--- src/rtl/pswm_regs.svh ---
// Purpose: constants of the panel switch mode logic
// Assumes: 250 MHz core clock
// Notes:   times in ms, counts derived from them
`ifndef PSWM_REGS_SVH
`define PSWM_REGS_SVH
`define PSWM_CLK_KHZ 250000
`define PSWM_ROUTE_HOLD_MS 5000
`define PSWM_ROUTE_HOLD_CYC (`PSWM_ROUTE_HOLD_MS * `PSWM_CLK_KHZ)
`define PSWM_STARTUP_MS 2000
`define PSWM_STARTUP_CYC (`PSWM_STARTUP_MS * `PSWM_CLK_KHZ)
`define PSWM_BYP_HOLD_MS 2000
`define PSWM_BYP_HOLD_CYC (`PSWM_BYP_HOLD_MS * `PSWM_CLK_KHZ)
`define PSWM_CLICK_MS 5
`define PSWM_CLICK_CYC (`PSWM_CLICK_MS * `PSWM_CLK_KHZ)
`define PSWM_FLASH_MS 100
`define PSWM_FLASH_CYC (`PSWM_FLASH_MS * `PSWM_CLK_KHZ)
`define PSWM_USER_HOLD_MS 500
`define PSWM_USER_HOLD_RST (`PSWM_USER_HOLD_MS * `PSWM_CLK_KHZ)
// key indices
`define PSWM_NKEYS 10
`define PSWM_K_ROUTE 0
`define PSWM_K_USER0 1
`define PSWM_K_TRANS 5
`define PSWM_K_BYP 6
`define PSWM_K_DRIVE 7
`define PSWM_K_EQ 8
`define PSWM_K_INS 9
`define PSWM_NUSER 4
// register offsets
`define PSWM_OFF_CTRL 4'h0
`define PSWM_OFF_HOLD 4'h4
`define PSWM_OFF_STAT 4'h8
// status fields
`define PSWM_ST_ROUTE 0
`define PSWM_ST_MODE 2
`define PSWM_ST_FB 5
`define PSWM_ST_BRIGHT 6
`define PSWM_ST_UMODE 9
`define PSWM_ST_ULATCH 13
// settings values
`define PSWM_BRIGHT_MAX 3'h4
`define PSWM_FB_RST 1'h1
`endif

--- src/rtl/pswm_pkg.sv ---
// Purpose: types of the panel switch mode logic
// Assumes: nothing
// Notes:   binary codes written out
package pswm_pkg;
   typedef enum logic [1:0] {
      PSWM_RT_MIX_A  = 2'b00,
      PSWM_RT_SUBMIX = 2'b01,
      PSWM_RT_NONE   = 2'b10
   } pswm_route_type;
   typedef enum logic [2:0] {
      PSWM_M_LOAD  = 3'b000,
      PSWM_M_START = 3'b001,
      PSWM_M_NORM  = 3'b010,
      PSWM_M_PROG  = 3'b011,
      PSWM_M_SET   = 3'b100,
      PSWM_M_BOOT  = 3'b101
   } pswm_mode_type;
endpackage : pswm_pkg

--- src/rtl/pswm_key_if.sv ---
// Purpose: key events from the key timer to the control logic
// Assumes: one clock domain
// Notes:   press and release are one-cycle pulses
`timescale 1ns/1ps
interface pswm_key_if;
   logic [9:0]       held;
   logic [9:0]       press;
   logic [9:0]       rel;
   logic [9:0][31:0] cnt;
   modport src (output held, press, rel, cnt);
   modport dst (input held, press, rel, cnt);
endinterface : pswm_key_if

--- src/rtl/pswm_key_timer.sv ---
// Purpose: synchronise panel keys and count hold time
// Assumes: key pins high while pressed
// Notes:   count holds its value in the release cycle
`timescale 1ns/1ps
`include "pswm_regs.svh"
module pswm_key_timer (
   // clock and reset
   input wire logic       core_clk,
   input wire logic       rst_b,
   // panel keys
   input wire logic [9:0] key_pin,
   // events out
   pswm_key_if.src        kb
);
   typedef struct packed {
      logic [9:0]       s1;
      logic [9:0]       s2;
      logic [9:0]       prev;
      logic [9:0][31:0] cnt;
   } pswm_kt_type;
   pswm_kt_type      st;
   pswm_kt_type      next_st;
   logic [9:0][31:0] next_cnt;

   // per key saturating hold counter
   genvar g;
   generate
      for (g = 0; g < `PSWM_NKEYS; g++) begin : g_key
         assign next_cnt[g] = !st.s2[g] ? 32'h0 :
                              (&st.cnt[g]) ? st.cnt[g] : st.cnt[g] + 32'h1;
      end
   endgenerate

   // next state
   always_comb begin
      next_st      = st;
      next_st.s1   = key_pin;
      next_st.s2   = st.s1;
      next_st.prev = st.s2;
      next_st.cnt  = next_cnt;
   end

   // state register
   always_ff @(posedge core_clk or negedge rst_b) begin
      if (!rst_b) begin
         st <= '0;
      end else begin
         st <= next_st;
      end
   end

   // event outputs
   assign kb.held  = st.s2;
   assign kb.press = st.s2 & ~st.prev;
   assign kb.rel   = ~st.s2 & st.prev;
   assign kb.cnt   = st.cnt;
endmodule : pswm_key_timer

--- src/rtl/pswm_panel.sv ---
// Purpose: routing, user switch and settings control of the panel
// Assumes: keys high while pressed; store valid before reset release
// Notes: registers on a plain strobe port, read data one cycle later
// Notes on behaviour
// RULE_01: routing key press cycles mix A, submix, unrouted in turn.
// RULE_02: unrouted passes insert returns straight through to the console.
// RULE_03: in surround mode mix A is front L/R, submix is fold-down.
// RULE_04: four user switches drive relays; LED local or tally input.
// RULE_05: user switch plain momentary, or combined short-toggle long-momentary.
// RULE_06: routing key held 5 s enters programming, mix A LED flashing.
// RULE_07: in programming LED solid for plain, off for combined mode.
// RULE_08: quick routing key press in programming leaves programming.
// RULE_09: transformer and bypass held at power-up enter settings mode.
// RULE_10: settings stored and restored on every reboot.
// RULE_11: five brightness levels; drive-in lowers, EQ-in raises by one.
// RULE_12: drive-in LED dark at minimum, EQ-in LED dark at maximum.
// RULE_13: brightness defaults to maximum.
// RULE_14: brightness not applied during the power-up sequence.
// RULE_15: insert toggles relay feedback; blue enabled, white off; click.
// RULE_16: relay feedback gates clicks at power-up and in use; default on.
// RULE_17: holding bypass in settings leaves by rebooting.
// RULE_18: user press in programming toggles its mode and LED at once.
// RULE_19: short/long boundary is a register threshold in cycles.
//
// Design decisions made here: the address map and the address-and-strobe port.
`timescale 1ns/1ps
`include "pswm_regs.svh"
module pswm_panel #(
   parameter int unsigned ROUTE_HOLD_CYC = `PSWM_ROUTE_HOLD_CYC,
   parameter int unsigned STARTUP_CYC    = `PSWM_STARTUP_CYC,
   parameter int unsigned BYP_HOLD_CYC   = `PSWM_BYP_HOLD_CYC,
   parameter int unsigned CLICK_CYC      = `PSWM_CLICK_CYC,
   parameter int unsigned FLASH_CYC      = `PSWM_FLASH_CYC
) (
   // clock and reset
   input  wire logic        core_clk,
   input  wire logic        rst_b,
   // register port
   input  wire logic [3:0]  reg_addr,
   input  wire logic [31:0] reg_wdata,
   input  wire logic        reg_wr,
   input  wire logic        reg_rd,
   output logic      [31:0] reg_rdata,
   // panel pins
   input  wire logic [9:0]  key_pin,
   input  wire logic [3:0]  tally_pin,
   input  wire logic        surround_pin,
   // settings store
   input  wire logic [3:0]  store_rdata,
   input  wire logic        store_valid,
   output logic      [3:0]  store_wdata,
   output logic             store_wr,
   // routing
   output logic             mix_a_led,
   output logic             submix_led,
   output logic             mix_a_ins,
   output logic             submix_ins,
   output logic             front_lr_ins,
   output logic             fold_ins,
   output logic             direct_ret,
   // user switches
   output logic      [3:0]  user_relay,
   output logic      [3:0]  user_led,
   // settings indication
   output logic             drive_in_led,
   output logic             eq_in_led,
   output logic             ins_white,
   output logic             ins_blue,
   output logic             click_relay,
   output logic      [2:0]  led_bright,
   output logic             reboot_req
);
   typedef struct packed {
      pswm_pkg::pswm_mode_type  mode;
      pswm_pkg::pswm_route_type route;
      logic [31:0] tcnt;
      logic [31:0] fcnt;
      logic        flash;
      logic [31:0] ccnt;
      logic [2:0]  bright;
      logic        fb;
      logic [3:0]  umode;
      logic [3:0]  ulatch;
      logic [3:0]  tsel;
      logic [31:0] thr;
      logic        sur1;
      logic        sur2;
      logic [3:0]  tal1;
      logic [3:0]  tal2;
      logic [31:0] rdata;
      logic [3:0]  sdata;
      logic        swr;
      logic [6:0]  rt_o;
      logic [3:0]  relay;
      logic [3:0]  uled;
      logic [4:0]  set_o;
      logic [2:0]  bri_o;
      logic        boot;
   } pswm_pan_type;

   pswm_pan_type st;
   pswm_pan_type next_st;
   pswm_key_if   kb ();

   // key synchroniser and hold counters
   pswm_key_timer u_keys (
      .core_clk (core_clk),
      .rst_b    (rst_b),
      .key_pin  (key_pin),
      .kb       (kb.src)
   );

   // next state
   always_comb begin
      next_st       = st;
      next_st.rdata = 32'h0;
      next_st.swr   = 1'b0;
      next_st.sur1  = surround_pin;
      next_st.sur2  = st.sur1;
      next_st.tal1  = tally_pin;
      next_st.tal2  = st.tal1;
      // fast flash for programming indication
      if (st.fcnt >= 32'(FLASH_CYC - 1)) begin
         next_st.fcnt  = 32'h0;
         next_st.flash = ~st.flash;
      end else begin
         next_st.fcnt = st.fcnt + 32'h1;
      end
      if (st.ccnt != 32'h0) begin
         next_st.ccnt = st.ccnt - 32'h1;
      end
      // register writes
      if (reg_wr) begin
         if (reg_addr == `PSWM_OFF_CTRL) begin
            next_st.tsel = reg_wdata[3:0];
         end else if (reg_addr == `PSWM_OFF_HOLD) begin
            next_st.thr = reg_wdata; // see RULE_19
         end
      end
      // register reads
      if (reg_rd) begin
         if (reg_addr == `PSWM_OFF_CTRL) begin
            next_st.rdata = {28'h0, st.tsel};
         end else if (reg_addr == `PSWM_OFF_HOLD) begin
            next_st.rdata = st.thr;
         end else if (reg_addr == `PSWM_OFF_STAT) begin
            next_st.rdata = {15'h0, st.ulatch, st.umode, st.bright, st.fb,
                             st.mode, st.route};
         end
      end
      // key clicks in use
      if ((st.mode == pswm_pkg::PSWM_M_NORM || st.mode == pswm_pkg::PSWM_M_PROG)
          && (|kb.press) && st.fb) begin
         next_st.ccnt = 32'(CLICK_CYC); // see RULE_16
      end
      case (st.mode)
         pswm_pkg::PSWM_M_LOAD: begin
            if (store_valid) begin // see RULE_10
               next_st.bright = (store_rdata[2:0] > `PSWM_BRIGHT_MAX) ?
                                `PSWM_BRIGHT_MAX : store_rdata[2:0];
               next_st.fb     = store_rdata[3];
            end
            next_st.tcnt = 32'h0;
            next_st.mode = pswm_pkg::PSWM_M_START;
         end
         pswm_pkg::PSWM_M_START: begin
            next_st.tcnt = st.tcnt + 32'h1;
            if (st.tcnt == 32'h0 && st.fb) begin
               next_st.ccnt = 32'(CLICK_CYC); // see RULE_16
            end
            if (st.tcnt >= 32'(STARTUP_CYC - 1)) begin
               if (kb.held[`PSWM_K_TRANS] && kb.held[`PSWM_K_BYP]) begin
                  next_st.mode = pswm_pkg::PSWM_M_SET; // see RULE_09
               end else begin
                  next_st.mode = pswm_pkg::PSWM_M_NORM;
               end
            end
         end
         pswm_pkg::PSWM_M_NORM: begin
            if (kb.rel[`PSWM_K_ROUTE] &&
                kb.cnt[`PSWM_K_ROUTE] < 32'(ROUTE_HOLD_CYC)) begin
               case (st.route) // see RULE_01
                  pswm_pkg::PSWM_RT_MIX_A:  next_st.route = pswm_pkg::PSWM_RT_SUBMIX;
                  pswm_pkg::PSWM_RT_SUBMIX: next_st.route = pswm_pkg::PSWM_RT_NONE;
                  default:                  next_st.route = pswm_pkg::PSWM_RT_MIX_A;
               endcase
            end
            if (kb.held[`PSWM_K_ROUTE] &&
                kb.cnt[`PSWM_K_ROUTE] == 32'(ROUTE_HOLD_CYC - 1)) begin
               next_st.mode = pswm_pkg::PSWM_M_PROG; // see RULE_06
            end
         end
         pswm_pkg::PSWM_M_PROG: begin
            if (kb.rel[`PSWM_K_ROUTE] &&
                kb.cnt[`PSWM_K_ROUTE] < 32'(ROUTE_HOLD_CYC)) begin
               next_st.mode = pswm_pkg::PSWM_M_NORM; // see RULE_08
            end
            // see RULE_18
            next_st.umode = st.umode ^ kb.press[`PSWM_K_USER0 +: `PSWM_NUSER];
         end
         pswm_pkg::PSWM_M_SET: begin
            if (kb.press[`PSWM_K_DRIVE] && st.bright != 3'h0) begin
               next_st.bright = st.bright - 3'h1; // see RULE_11
            end else if (kb.press[`PSWM_K_EQ] && st.bright < `PSWM_BRIGHT_MAX) begin
               next_st.bright = st.bright + 3'h1; // see RULE_11
            end
            if (kb.press[`PSWM_K_INS]) begin
               next_st.fb = ~st.fb; // see RULE_15
               if (!st.fb) begin
                  next_st.ccnt = 32'(CLICK_CYC); // see RULE_15
               end
            end
            if (kb.held[`PSWM_K_BYP] &&
                kb.cnt[`PSWM_K_BYP] == 32'(BYP_HOLD_CYC - 1)) begin
               next_st.swr   = 1'b1; // see RULE_10
               next_st.sdata = {st.fb, st.bright};
               next_st.mode  = pswm_pkg::PSWM_M_BOOT; // see RULE_17
            end
         end
         default: begin
            next_st.mode = pswm_pkg::PSWM_M_BOOT;
         end
      endcase
      // user switches and their LEDs
      for (int i = 0; i < `PSWM_NUSER; i++) begin
         if (st.mode == pswm_pkg::PSWM_M_NORM && st.umode[i] &&
             kb.rel[`PSWM_K_USER0 + i] && kb.cnt[`PSWM_K_USER0 + i] < st.thr) begin
            next_st.ulatch[i] = ~st.ulatch[i]; // see RULE_05
         end
         if (st.mode != pswm_pkg::PSWM_M_NORM) begin
            next_st.relay[i] = st.umode[i] & st.ulatch[i];
         end else if (st.umode[i]) begin
            next_st.relay[i] = st.ulatch[i] | (kb.held[`PSWM_K_USER0 + i] &&
                               kb.cnt[`PSWM_K_USER0 + i] >= st.thr); // see RULE_05
         end else begin
            next_st.relay[i] = kb.held[`PSWM_K_USER0 + i]; // see RULE_04
         end
         if (st.mode == pswm_pkg::PSWM_M_PROG) begin
            next_st.uled[i] = ~next_st.umode[i]; // see RULE_07
         end else begin
            next_st.uled[i] = st.tsel[i] ? st.tal2[i] : next_st.relay[i];
         end
      end
      // routing selects, see RULE_02 and RULE_03
      next_st.rt_o[0] = (st.mode == pswm_pkg::PSWM_M_PROG) ? st.flash :
                        (st.route == pswm_pkg::PSWM_RT_MIX_A);
      next_st.rt_o[1] = st.route == pswm_pkg::PSWM_RT_SUBMIX;
      next_st.rt_o[2] = st.route == pswm_pkg::PSWM_RT_MIX_A && !st.sur2;
      next_st.rt_o[3] = st.route == pswm_pkg::PSWM_RT_SUBMIX && !st.sur2;
      next_st.rt_o[4] = st.route == pswm_pkg::PSWM_RT_MIX_A && st.sur2;
      next_st.rt_o[5] = st.route == pswm_pkg::PSWM_RT_SUBMIX && st.sur2;
      next_st.rt_o[6] = st.route == pswm_pkg::PSWM_RT_NONE;
      // settings indication, see RULE_12 and RULE_15
      next_st.set_o = 5'h0;
      if (st.mode == pswm_pkg::PSWM_M_SET) begin
         next_st.set_o = {st.ccnt != 32'h0, st.fb, !st.fb,
                          st.bright != `PSWM_BRIGHT_MAX, st.bright != 3'h0};
      end else begin
         next_st.set_o[4] = st.ccnt != 32'h0;
      end
      // brightness held at full during power-up
      if (st.mode == pswm_pkg::PSWM_M_LOAD || st.mode == pswm_pkg::PSWM_M_START) begin
         next_st.bri_o = `PSWM_BRIGHT_MAX; // see RULE_14
      end else begin
         next_st.bri_o = st.bright;
      end
      next_st.boot = st.mode == pswm_pkg::PSWM_M_BOOT;
   end

   // state register
   always_ff @(posedge core_clk or negedge rst_b) begin
      if (!rst_b) begin
         st        <= '0;
         st.mode   <= pswm_pkg::PSWM_M_LOAD;
         st.route  <= pswm_pkg::PSWM_RT_NONE;
         st.bright <= `PSWM_BRIGHT_MAX; // see RULE_13
         st.fb     <= `PSWM_FB_RST; // see RULE_16
         st.thr    <= 32'(`PSWM_USER_HOLD_RST);
         st.rt_o   <= 7'h40;
      end else begin
         st <= next_st;
      end
   end

   // outputs straight from the state register
   assign reg_rdata    = st.rdata;
   assign store_wdata  = st.sdata;
   assign store_wr     = st.swr;
   assign mix_a_led    = st.rt_o[0];
   assign submix_led   = st.rt_o[1];
   assign mix_a_ins    = st.rt_o[2];
   assign submix_ins   = st.rt_o[3];
   assign front_lr_ins = st.rt_o[4];
   assign fold_ins     = st.rt_o[5];
   assign direct_ret   = st.rt_o[6];
   assign user_relay   = st.relay;
   assign user_led     = st.uled;
   assign drive_in_led = st.set_o[0];
   assign eq_in_led    = st.set_o[1];
   assign ins_white    = st.set_o[2];
   assign ins_blue     = st.set_o[3];
   assign click_relay  = st.set_o[4];
   assign led_bright   = st.bri_o;
   assign reboot_req   = st.boot;

   // checks
   AST_ROUTE_CYCLE: assert property (@(posedge core_clk) disable iff (!rst_b) // see RULE_01
      st.mode == pswm_pkg::PSWM_M_NORM && st.route == pswm_pkg::PSWM_RT_NONE &&
      kb.rel[0] && kb.cnt[0] < 32'(ROUTE_HOLD_CYC)
      |=> st.route == pswm_pkg::PSWM_RT_MIX_A ##1 mix_a_led && mix_a_ins != st.sur2)
      else $error("routing did not advance to mix A");
   AST_UNROUTED: assert property (@(posedge core_clk) disable iff (!rst_b) // see RULE_02
      st.route == pswm_pkg::PSWM_RT_NONE |=> direct_ret && !mix_a_ins && !submix_ins)
      else $error("unrouted state not passing returns");
   AST_SURROUND: assert property (@(posedge core_clk) disable iff (!rst_b) // see RULE_03
      st.route == pswm_pkg::PSWM_RT_SUBMIX && st.sur2 |=> fold_ins && !submix_ins)
      else $error("surround submix not in fold-down");
   AST_PROG_ENTER: assert property (@(posedge core_clk) disable iff (!rst_b) // see RULE_06
      st.mode == pswm_pkg::PSWM_M_NORM && kb.held[0] &&
      kb.cnt[0] == 32'(ROUTE_HOLD_CYC - 1) |=> st.mode == pswm_pkg::PSWM_M_PROG)
      else $error("long routing hold did not enter programming");
   AST_PROG_EXIT: assert property (@(posedge core_clk) disable iff (!rst_b) // see RULE_08
      st.mode == pswm_pkg::PSWM_M_PROG && kb.rel[0] && kb.cnt[0] < 32'(ROUTE_HOLD_CYC)
      |=> st.mode == pswm_pkg::PSWM_M_NORM)
      else $error("quick press did not leave programming");
   AST_PROG_LED: assert property (@(posedge core_clk) disable iff (!rst_b) // see RULE_18
      st.mode == pswm_pkg::PSWM_M_PROG && kb.press[1] && !kb.rel[0]
      |=> user_led[0] == !st.umode[0] && st.umode[0] != $past(st.umode[0]))
      else $error("programming press did not toggle mode");
   AST_PLAIN: assert property (@(posedge core_clk) disable iff (!rst_b) // see RULE_05
      st.mode == pswm_pkg::PSWM_M_NORM && !st.umode[2] && kb.held[3]
      |=> user_relay[2])
      else $error("plain switch relay not following key");
   AST_SETTINGS: assert property (@(posedge core_clk) disable iff (!rst_b) // see RULE_09
      st.mode == pswm_pkg::PSWM_M_START && st.tcnt >= 32'(STARTUP_CYC - 1) &&
      kb.held[5] && kb.held[6] |=> st.mode == pswm_pkg::PSWM_M_SET)
      else $error("settings mode not entered");
   AST_BRIGHT_DN: assert property (@(posedge core_clk) disable iff (!rst_b) // see RULE_11
      st.mode == pswm_pkg::PSWM_M_SET && kb.press[7] && st.bright != 3'h0
      |=> st.bright == $past(st.bright) - 3'h1 ##1 led_bright == st.bright)
      else $error("drive-in did not lower brightness");
   AST_BRIGHT_LIM: assert property (@(posedge core_clk) disable iff (!rst_b) // see RULE_12
      st.mode == pswm_pkg::PSWM_M_SET && st.bright == `PSWM_BRIGHT_MAX
      |=> !eq_in_led && drive_in_led)
      else $error("EQ-in LED lit at maximum");
   AST_START_BRIGHT: assert property (@(posedge core_clk) disable iff (!rst_b) // see RULE_14
      st.mode == pswm_pkg::PSWM_M_START |=> led_bright == `PSWM_BRIGHT_MAX)
      else $error("brightness applied during power-up");
   AST_FB_CLICK: assert property (@(posedge core_clk) disable iff (!rst_b) // see RULE_15
      st.mode == pswm_pkg::PSWM_M_SET && kb.press[9] && !st.fb
      |=> st.fb ##1 click_relay && ins_blue)
      else $error("feedback enable gave no click");
   AST_STORE: assert property (@(posedge core_clk) disable iff (!rst_b) // see RULE_17
      store_wr |-> reboot_req == 1'b0 ##1 reboot_req)
      else $error("store write not followed by reboot");
endmodule : pswm_panel

--- config.mk ---
export PLATFORM = sky130hd
export DESIGN_NAME = pswm_panel
export DESIGN_NICKNAME = d
export VERILOG_FILES = /design/src/rtl/pswm_pkg.sv /design/src/rtl/pswm_key_if.sv /design/src/rtl/pswm_key_timer.sv /design/src/rtl/pswm_panel.sv
export VERILOG_INCLUDE_DIRS = /design/src /design/src/rtl
export SDC_FILE = /design/constraint.sdc
export NUM_CORES = 1
export LEC_CHECK = 0
export BUFFER_PORTS_ARGS = -buffer_cell sky130_fd_sc_hd__buf_2
export CORE_ASPECT_RATIO = 1.4
export CORE_UTILIZATION = 40
export DETAILED_ROUTE_END_ITERATION = 8
export GPL_TIMING_DRIVEN = 1
export PLACE_DENSITY = 0.68
export SETUP_SLACK_MARGIN = 0.3
export SYNTH_ARGS = -nofsm -noshare
export SYNTH_HDL_FRONTEND = slang
export SYNTH_SLANG_ARGS = --single-unit
--- constraint.sdc ---
create_clock -name core_clk -period 3.8 [get_ports core_clk]
set_input_delay 0.57 -clock core_clk [delete_from_list [all_inputs] [get_ports core_clk]]
set_output_delay 0.57 -clock core_clk [all_outputs]
set_load 0.01 [all_outputs]
==> impl_metrics.toml, run 1 <==
[status]
status = "complete, but fails checks"
violations = "DRC"

[layout]
nNetsFinal = 2714
drive_above_1_share = 0.121
fin_cells = 3295
area_growth_pct = 12.2
fillCellCount = 5411

[worst_setup_path]
crit_path_top_delay_cell = "or4b_2"
r2r-start = "u_keys.kb.held[3]$_DFF_PN0_"
worstSetupPathType = "reg2reg"
cp.arrival_ns = 3.23
worst_path_largest_cell_delay_ns = 0.79
cp_num_buf_inv = 1
critPathTopFamily = "simple AND/OR/NAND/NOR gates"
end_kind = "register"
cp-start-kind = "register"
r2r_end = "u_keys.kb.cnt[111]$_DFFE_PN0P_"
path_cells = "inv_1, or4b_2, nor3_2, nor2_1, nand4_1, xor2_1, nor2_1"
critPathLaunch = "u_keys.kb.held[3]$_DFF_PN0_"
crit_fanout = 16
reg2reg_slack_ns = 1.03
cp_common_cell = "nor2_1"
worstPathRequired_ns = 4.26
r2r_cells = 7

[die]
rows = 104
start_util = 0.407
core_area_sq_mm = 0.0578
die_w_um = 207
die_y_um = 289
num_io_pins = 121
die-area_sq_mm = 0.0598

[run]
maxCapViolations = 0

[synthesis]
yosys_warnings = 0
synth.area.mux_share = 0.0291
synth.distinct_cells = 74
synth_edf_count = 0
synth-seq-cells = 443
synth_top_area_frac = 0.453
synth_common_cells = "dfrtp_1 (426), nor2_1 (315), nand2_1 (194), ha_1 (138), nand3_1 (127)"
synth-adder-area-share = 0.0742
syn_area_per_cell_sq_um = 9.68
async_flop_share = 1.00
synth_area_leaders = "dfrtp_1 (45%), ha_1 (7.3%), nor2_1 (5.0%)"
synth_cells = 2430
yosysMostFrequentCell = "dfrtp_1"
yosysSeqAreaShare = 0.472
synth-compound-area-share = 0.0810
synth_top_family_by_area = "simple AND/OR/NAND/NOR gates"
synth_top_cell_by_area = "dfrtp_1"
syn_area_sq_mm = 0.0235
synth-xor-area-share = 0.0763
synth-main-ff-cell = "dfrtp_1"
synthSimpleGateAreaFrac = 0.229

[global_route]
antenna_found_initial = 4
overflow = 0
grt_usage = 0.204
grt_pass1_vias = 18500
grt_pass1_wl_um = 95800
grt_max_degree = 85

[cts]
cts-root-buf = "clkbuf_16"
cts_sinks = 443
cts_buffers = 47
cts_tree = "built"
htree_levels = 2
clockBufferDepth = 3
post_cts.repair.setup_buffers = 0
clk_pin_slew_worst_paths_ns = 0.06
clk_latency_ns = 0.60

[timing]
rsz0062_at_grt = "false"
fmax_mhz = 361
worst_pin_slew_ns = 0.961
clock_skew_ns = 0.0257
timing.final.crit_share = 0.729
post-route-min-period_ns = 2.77
final_hold_viol_count = 0
slew_viol_final = 0
setup_viol = 0
fin_tns_setup_ns = 0
whs_ns = 0.0784
slew_headroom = 0.359

[hold_path]
holdPathEnd = "u_keys.next_st[339]$_DFF_PN0_"
hold_class = "in2reg"
whs_path_depth = 1
holdCritStartpoint = "key_pin[9]"

[placement]
gp_congestion = 0.913
port_buffers = 120
hpwl_um = 43300
dp_cells = 3207

[routing]
wl_per_cell_um = 18.1
drt-pass1-iter-count = 7
first_iter_violations = 1102
drc = 28
wirelength_um = 59600
vias_per_cell = 5.54
via_count = 18300
antenna_left = 0

[power_and_ir_drop]
power_density_mw_per_mm2 = 439
peakVddDrop_mv = 0.337
power_leakage_nw = 11.9
total_power_w = 0.0116
==> routing by layer <==
layer | global-route usage | up-vias | share of wire
met5 | 0 | - | 0.00057
met4 | 0.0943 | 6 | 0.046
met3 | 0.0408 | 135 | 0.065
met2 | 0.347 | 464 | 0.49
met1 | 0.246 | 8970 | 0.40
li1 | - | 8677 | -
==> registers in the layout, summed over array words and instances (netlist names), 3 cells and up <==
register and flops:
u_keys.kb.cnt 192, st 155, reg_rdata 32, u_keys.kb.held 10
u_keys.next_st 10, u_keys.st 10, next_st 5, store_wdata 4
user_led 4, user_relay 4, led_bright 3
==> stage by stage <==
| step | util | cell area (sq um) | worst slack, ns |
|---|---|---|---|
| 6_report | 0.457 | 26400 | 1.03 |
| 3_3_place_gp | 0.428 | 24700 | 1.15 |
| 5_1_grt | 0.457 | 26400 | 0.839 |
| 2_1_floorplan | - | 23600 | 1.34 |
| 4_1_cts | 0.457 | 26400 | 1.02 |
| 3_5_place_dp | 0.428 | 24700 | 1.04 |
==> area by class of cell <==
type                            count  area, sq um  share of cell area
Antenna cell                        1         2.50           0.0000947
Clock buffer                       58         1290              0.0488
Clock inverter                     28          408              0.0154
Inverter                           78          293              0.0111
Multi-Input combinational cell   1802        11600               0.437
Sequential cell                   443        11100               0.420
Tap cell                          742          928              0.0351
Timing Repair Buffer              143          836              0.0316
==> worst max path at each step <==
stage | cells past startpoint | slack (ns) | endpoint
floorplan | 8 | 1.34 | st[150]$_DFF_PN0_
global placement | 6 | 1.15 | st[125]$_DFF_PN0_
detailed placement | 7 | 1.04 | u_keys.kb.cnt[111]$_DFFE_PN0P_
CTS | 7 | 1.02 | u_keys.kb.cnt[111]$_DFFE_PN0P_
global route | 7 | 0.84 | u_keys.kb.cnt[109]$_DFFE_PN0P_
finish | 7 | 1.03 | u_keys.kb.cnt[111]$_DFFE_PN0P_
==> placed cells by master, fill, tap and decap left out, drive strengths merged, types with 7 or more instances in the layout <==
cell    instances
a211oi         12
a21o           10
a21oi         112
a22oi          13
a31oi          11
and2           31
and3           55
and4           28
buf           142
bufinv          9
clkbuf         58
clkinv         12
conb            7
dfrtp         426
dfstp          17
ha            138
inv            80
mux2           43
mux2i          20
nand2         194
nand2b         20
nand3         127
nand3b         10
nand4          83
nor2          317
nor2b          20
nor3           72
nor3b           7
nor4           33
o211ai         10
o21a            7
o21ai          95
o22ai           9
or3            42
or4            11
xnor2          94
xor2          111
==> cell families after synthesis <==
family,count (synthesis)
AND/OR/NAND/NOR,1069
flip-flops,443
AO/OA/AOI/OAI,319
XOR/XNOR,205
buffers and inverters,191
adder cells (fa/ha/maj),139
multiplexers,63
other,1
==> power by group <==
group	switching, W	total [W]	internal [W]
Sequential	0.000236	0.00521	0.00498
Clock	0.00201	0.00505	0.00304
Combinational	0.000859	0.00134	0.000477
==> timing repair <==
| action | CTS | global route |
|---|---|---|
| resized for setup | 0 | 0 |
| hold buffers | 1 | 0 |
| hold endpoints to repair | 43 | 0 |
==> worst reg2reg max path: stages, from the launching register on <==
cell and delay, ns:
dfrtp_1 0.51, inv_1 0.33, or4b_2 0.79, nor3_2 0.39, nor2_1 0.25, nand4_1 0.17
xor2_1 0.16, nor2_1 0.05
(Power assumes the default switching activity.)
==> inputs of run 2 (changes only) <==
==> constraint.sdc (replaced) <==
create_clock -name core_clk -period 2.9 [get_ports core_clk]
set_input_delay 0.435 -clock core_clk [delete_from_list [all_inputs] [get_ports core_clk]]
set_output_delay 0.435 -clock core_clk [all_outputs]
set_load 0.01 [all_outputs]
==> run 2 against run 1 <==
Compared with the run above: the flow still finishes with violations (DRC); worst hold slack worse by 0.011 ns; clock power rose by 25%; sequential share of layout area fell by 0.53 points; clock skew fell by 0.0088 ns; sequential power increased by 31%; cell count up 1.4%; global-route usage increased by 0.23 points.
==> impl_metrics.toml, run 2 (synthesis gave the netlist of run 1 again) <==
[status]
status = "complete, but fails checks"
violations = "DRC"

[routing]
wl_per_cell_um = 18.1
drt-pass1-iter-count = 9
first_iter_violations = 1081
drc = 13
antenna_left = 0
vias_per_cell = 5.50
wirelength_um = 60400
via_count = 18400

[layout]
drive_above_1_share = 0.134
largest_reg_flops = 192
num_antenna_cells = 0
most-common-layout-cells = "dfrtp_1 (426), nor2_1 (314), nand2_1 (194)"
final_area_sq_mm = 0.0268
area_growth_pct = 13.7
final_common_cell = "dfrtp_1"
nNetsFinal = 2758

[cts]
clk_pin_slew_worst_paths_ns = 0.06
cts_sinks = 443
clk_latency_ns = 0.60
clockBufferDepth = 3
cts_buffers = 47
cts-root-buf = "clkbuf_16"
cts_tree = "built"
htree_levels = 2

[placement]
postPlaceCellArea_sq_mm = 0.0249
port_buffers = 120
hpwl_um = 44800
gp_congestion = 0.882

[worst_setup_path]
cp-start-kind = "register"
critPathTopFamily = "compound AO/OA/AOI/OAI gates"
worstSetupPathType = "reg2reg"
crit_path_top_delay_cell = "dfstp_2"
path_cells = "inv_1, ha_1, a21o_1, nand3_1, a2111oi_0, or4_4, a31o_2, o31a_1"
end_kind = "register"
worstPathRequired_ns = 3.37
cp_num_buf_inv = 1
crit_fanout = 4
cp.arrival_ns = 3.07
worst_path_largest_cell_delay_ns = 0.54

[power_and_ir_drop]
power_leakage_nw = 12.1
power_density_mw_per_mm2 = 557
total_power_w = 0.0149
peakVddDrop_mv = 0.423

[die]
die_y_um = 289
core_area_sq_mm = 0.0578
die-area_sq_mm = 0.0598
die_w_um = 207
rows = 104
num_io_pins = 121
start_util = 0.407

[timing]
slew_headroom = 0.469
timing.final.crit_share = 0.896
fmax_mhz = 385
post-route-min-period_ns = 2.60
worst_pin_slew_ns = 0.789
slew_viol_final = 0
rsz0062_at_grt = "true"
fin_tns_setup_ns = 0
setup_viol = 0
final_hold_viol_count = 0
clock_skew_ns = 0.0169

[global_route]
grt_pass1_wl_um = 97000
grt_pass1_vias = 18600
overflow = 0
antenna_found_initial = 4
grt_usage = 0.206
grt_max_degree = 84

[hold_path]
hold_class = "in2reg"

[run]
maxCapViolations = 0
run 2: layout make-up:
type,count,area [sq um]
sequential,443,11100
fill,5485,31000
clock inverter,23,290
clock buffer,65,1310
timing repair buffer,187,1210
tap,742,928
multi-input combinational,1802,11600
inverter,78,293
run 2: worst paths after layout:
| check | from | to | slack, ns | cells past startpoint |
|---|---|---|---|---|
| worst max register to register | st[88]$_DFFE_PN1P_ | user_led[3]$_DFF_PN0_ | 0.30 | 8 |
| min in group asynchronous | rst_b | st[172]$_DFF_PN0_ | 0.38 | 2 |
| worst min register to register | u_keys.next_st[339]$_DFF_PN0_ | u_keys.kb.held[9]$_DFF_PN0_ | 0.35 | 0 |
| worst max-delay path | st[88]$_DFFE_PN1P_ | user_led[3]$_DFF_PN0_ | 0.30 | 8 |
| max in group asynchronous | rst_b | st[217]$_DFFE_PN1P_ | 1.67 | 3 |
| worst min-delay path | reg_wdata[23] | st[94]$_DFFE_PN0P_ | 0.07 | 2 |
run 2: layer usage:
layer / track usage / vias up / share of wire
li1: - / 8776 / -
met3: 0.0352 / 134 / 0.054
met1: 0.256 / 9026 / 0.42
met4: 0.0978 / 8 / 0.047
met2: 0.347 / 434 / 0.48
met5: 0 / - / 0.00083
run 2: what timing repair did:
item | CTS | global route
hold buffers | 16 | 0
pin swaps | 1 | 5
buffers inserted | 0 | 8
endpoints found under the hold margin | 61 | 0
resized for setup | 3 | 13
setup endpoints to repair | 5 | 27
run 2: per-stage QoR:
stage | std cells | util | hold WS [ns] | worst slack [ns]
after floorplan | 2436 | - | 0.139 | 0.439
after global placement | 3228 | 0.430 | 0.336 | 0.298
after detailed placement | 3228 | 0.430 | 0.335 | 0.260
after CTS | 3332 | 0.461 | 0.0491 | 0.301
after global routing | 3340 | 0.463 | 0.0526 | 0.176
final | 3340 | 0.463 | 0.0676 | 0.302
run 2: report_power, final:
group          switching (W)  internal [W]  leakage (nW)
clock network        0.00258       0.00372         0.786
logic                0.00109      0.000690          5.38
registers           0.000301       0.00652          5.88
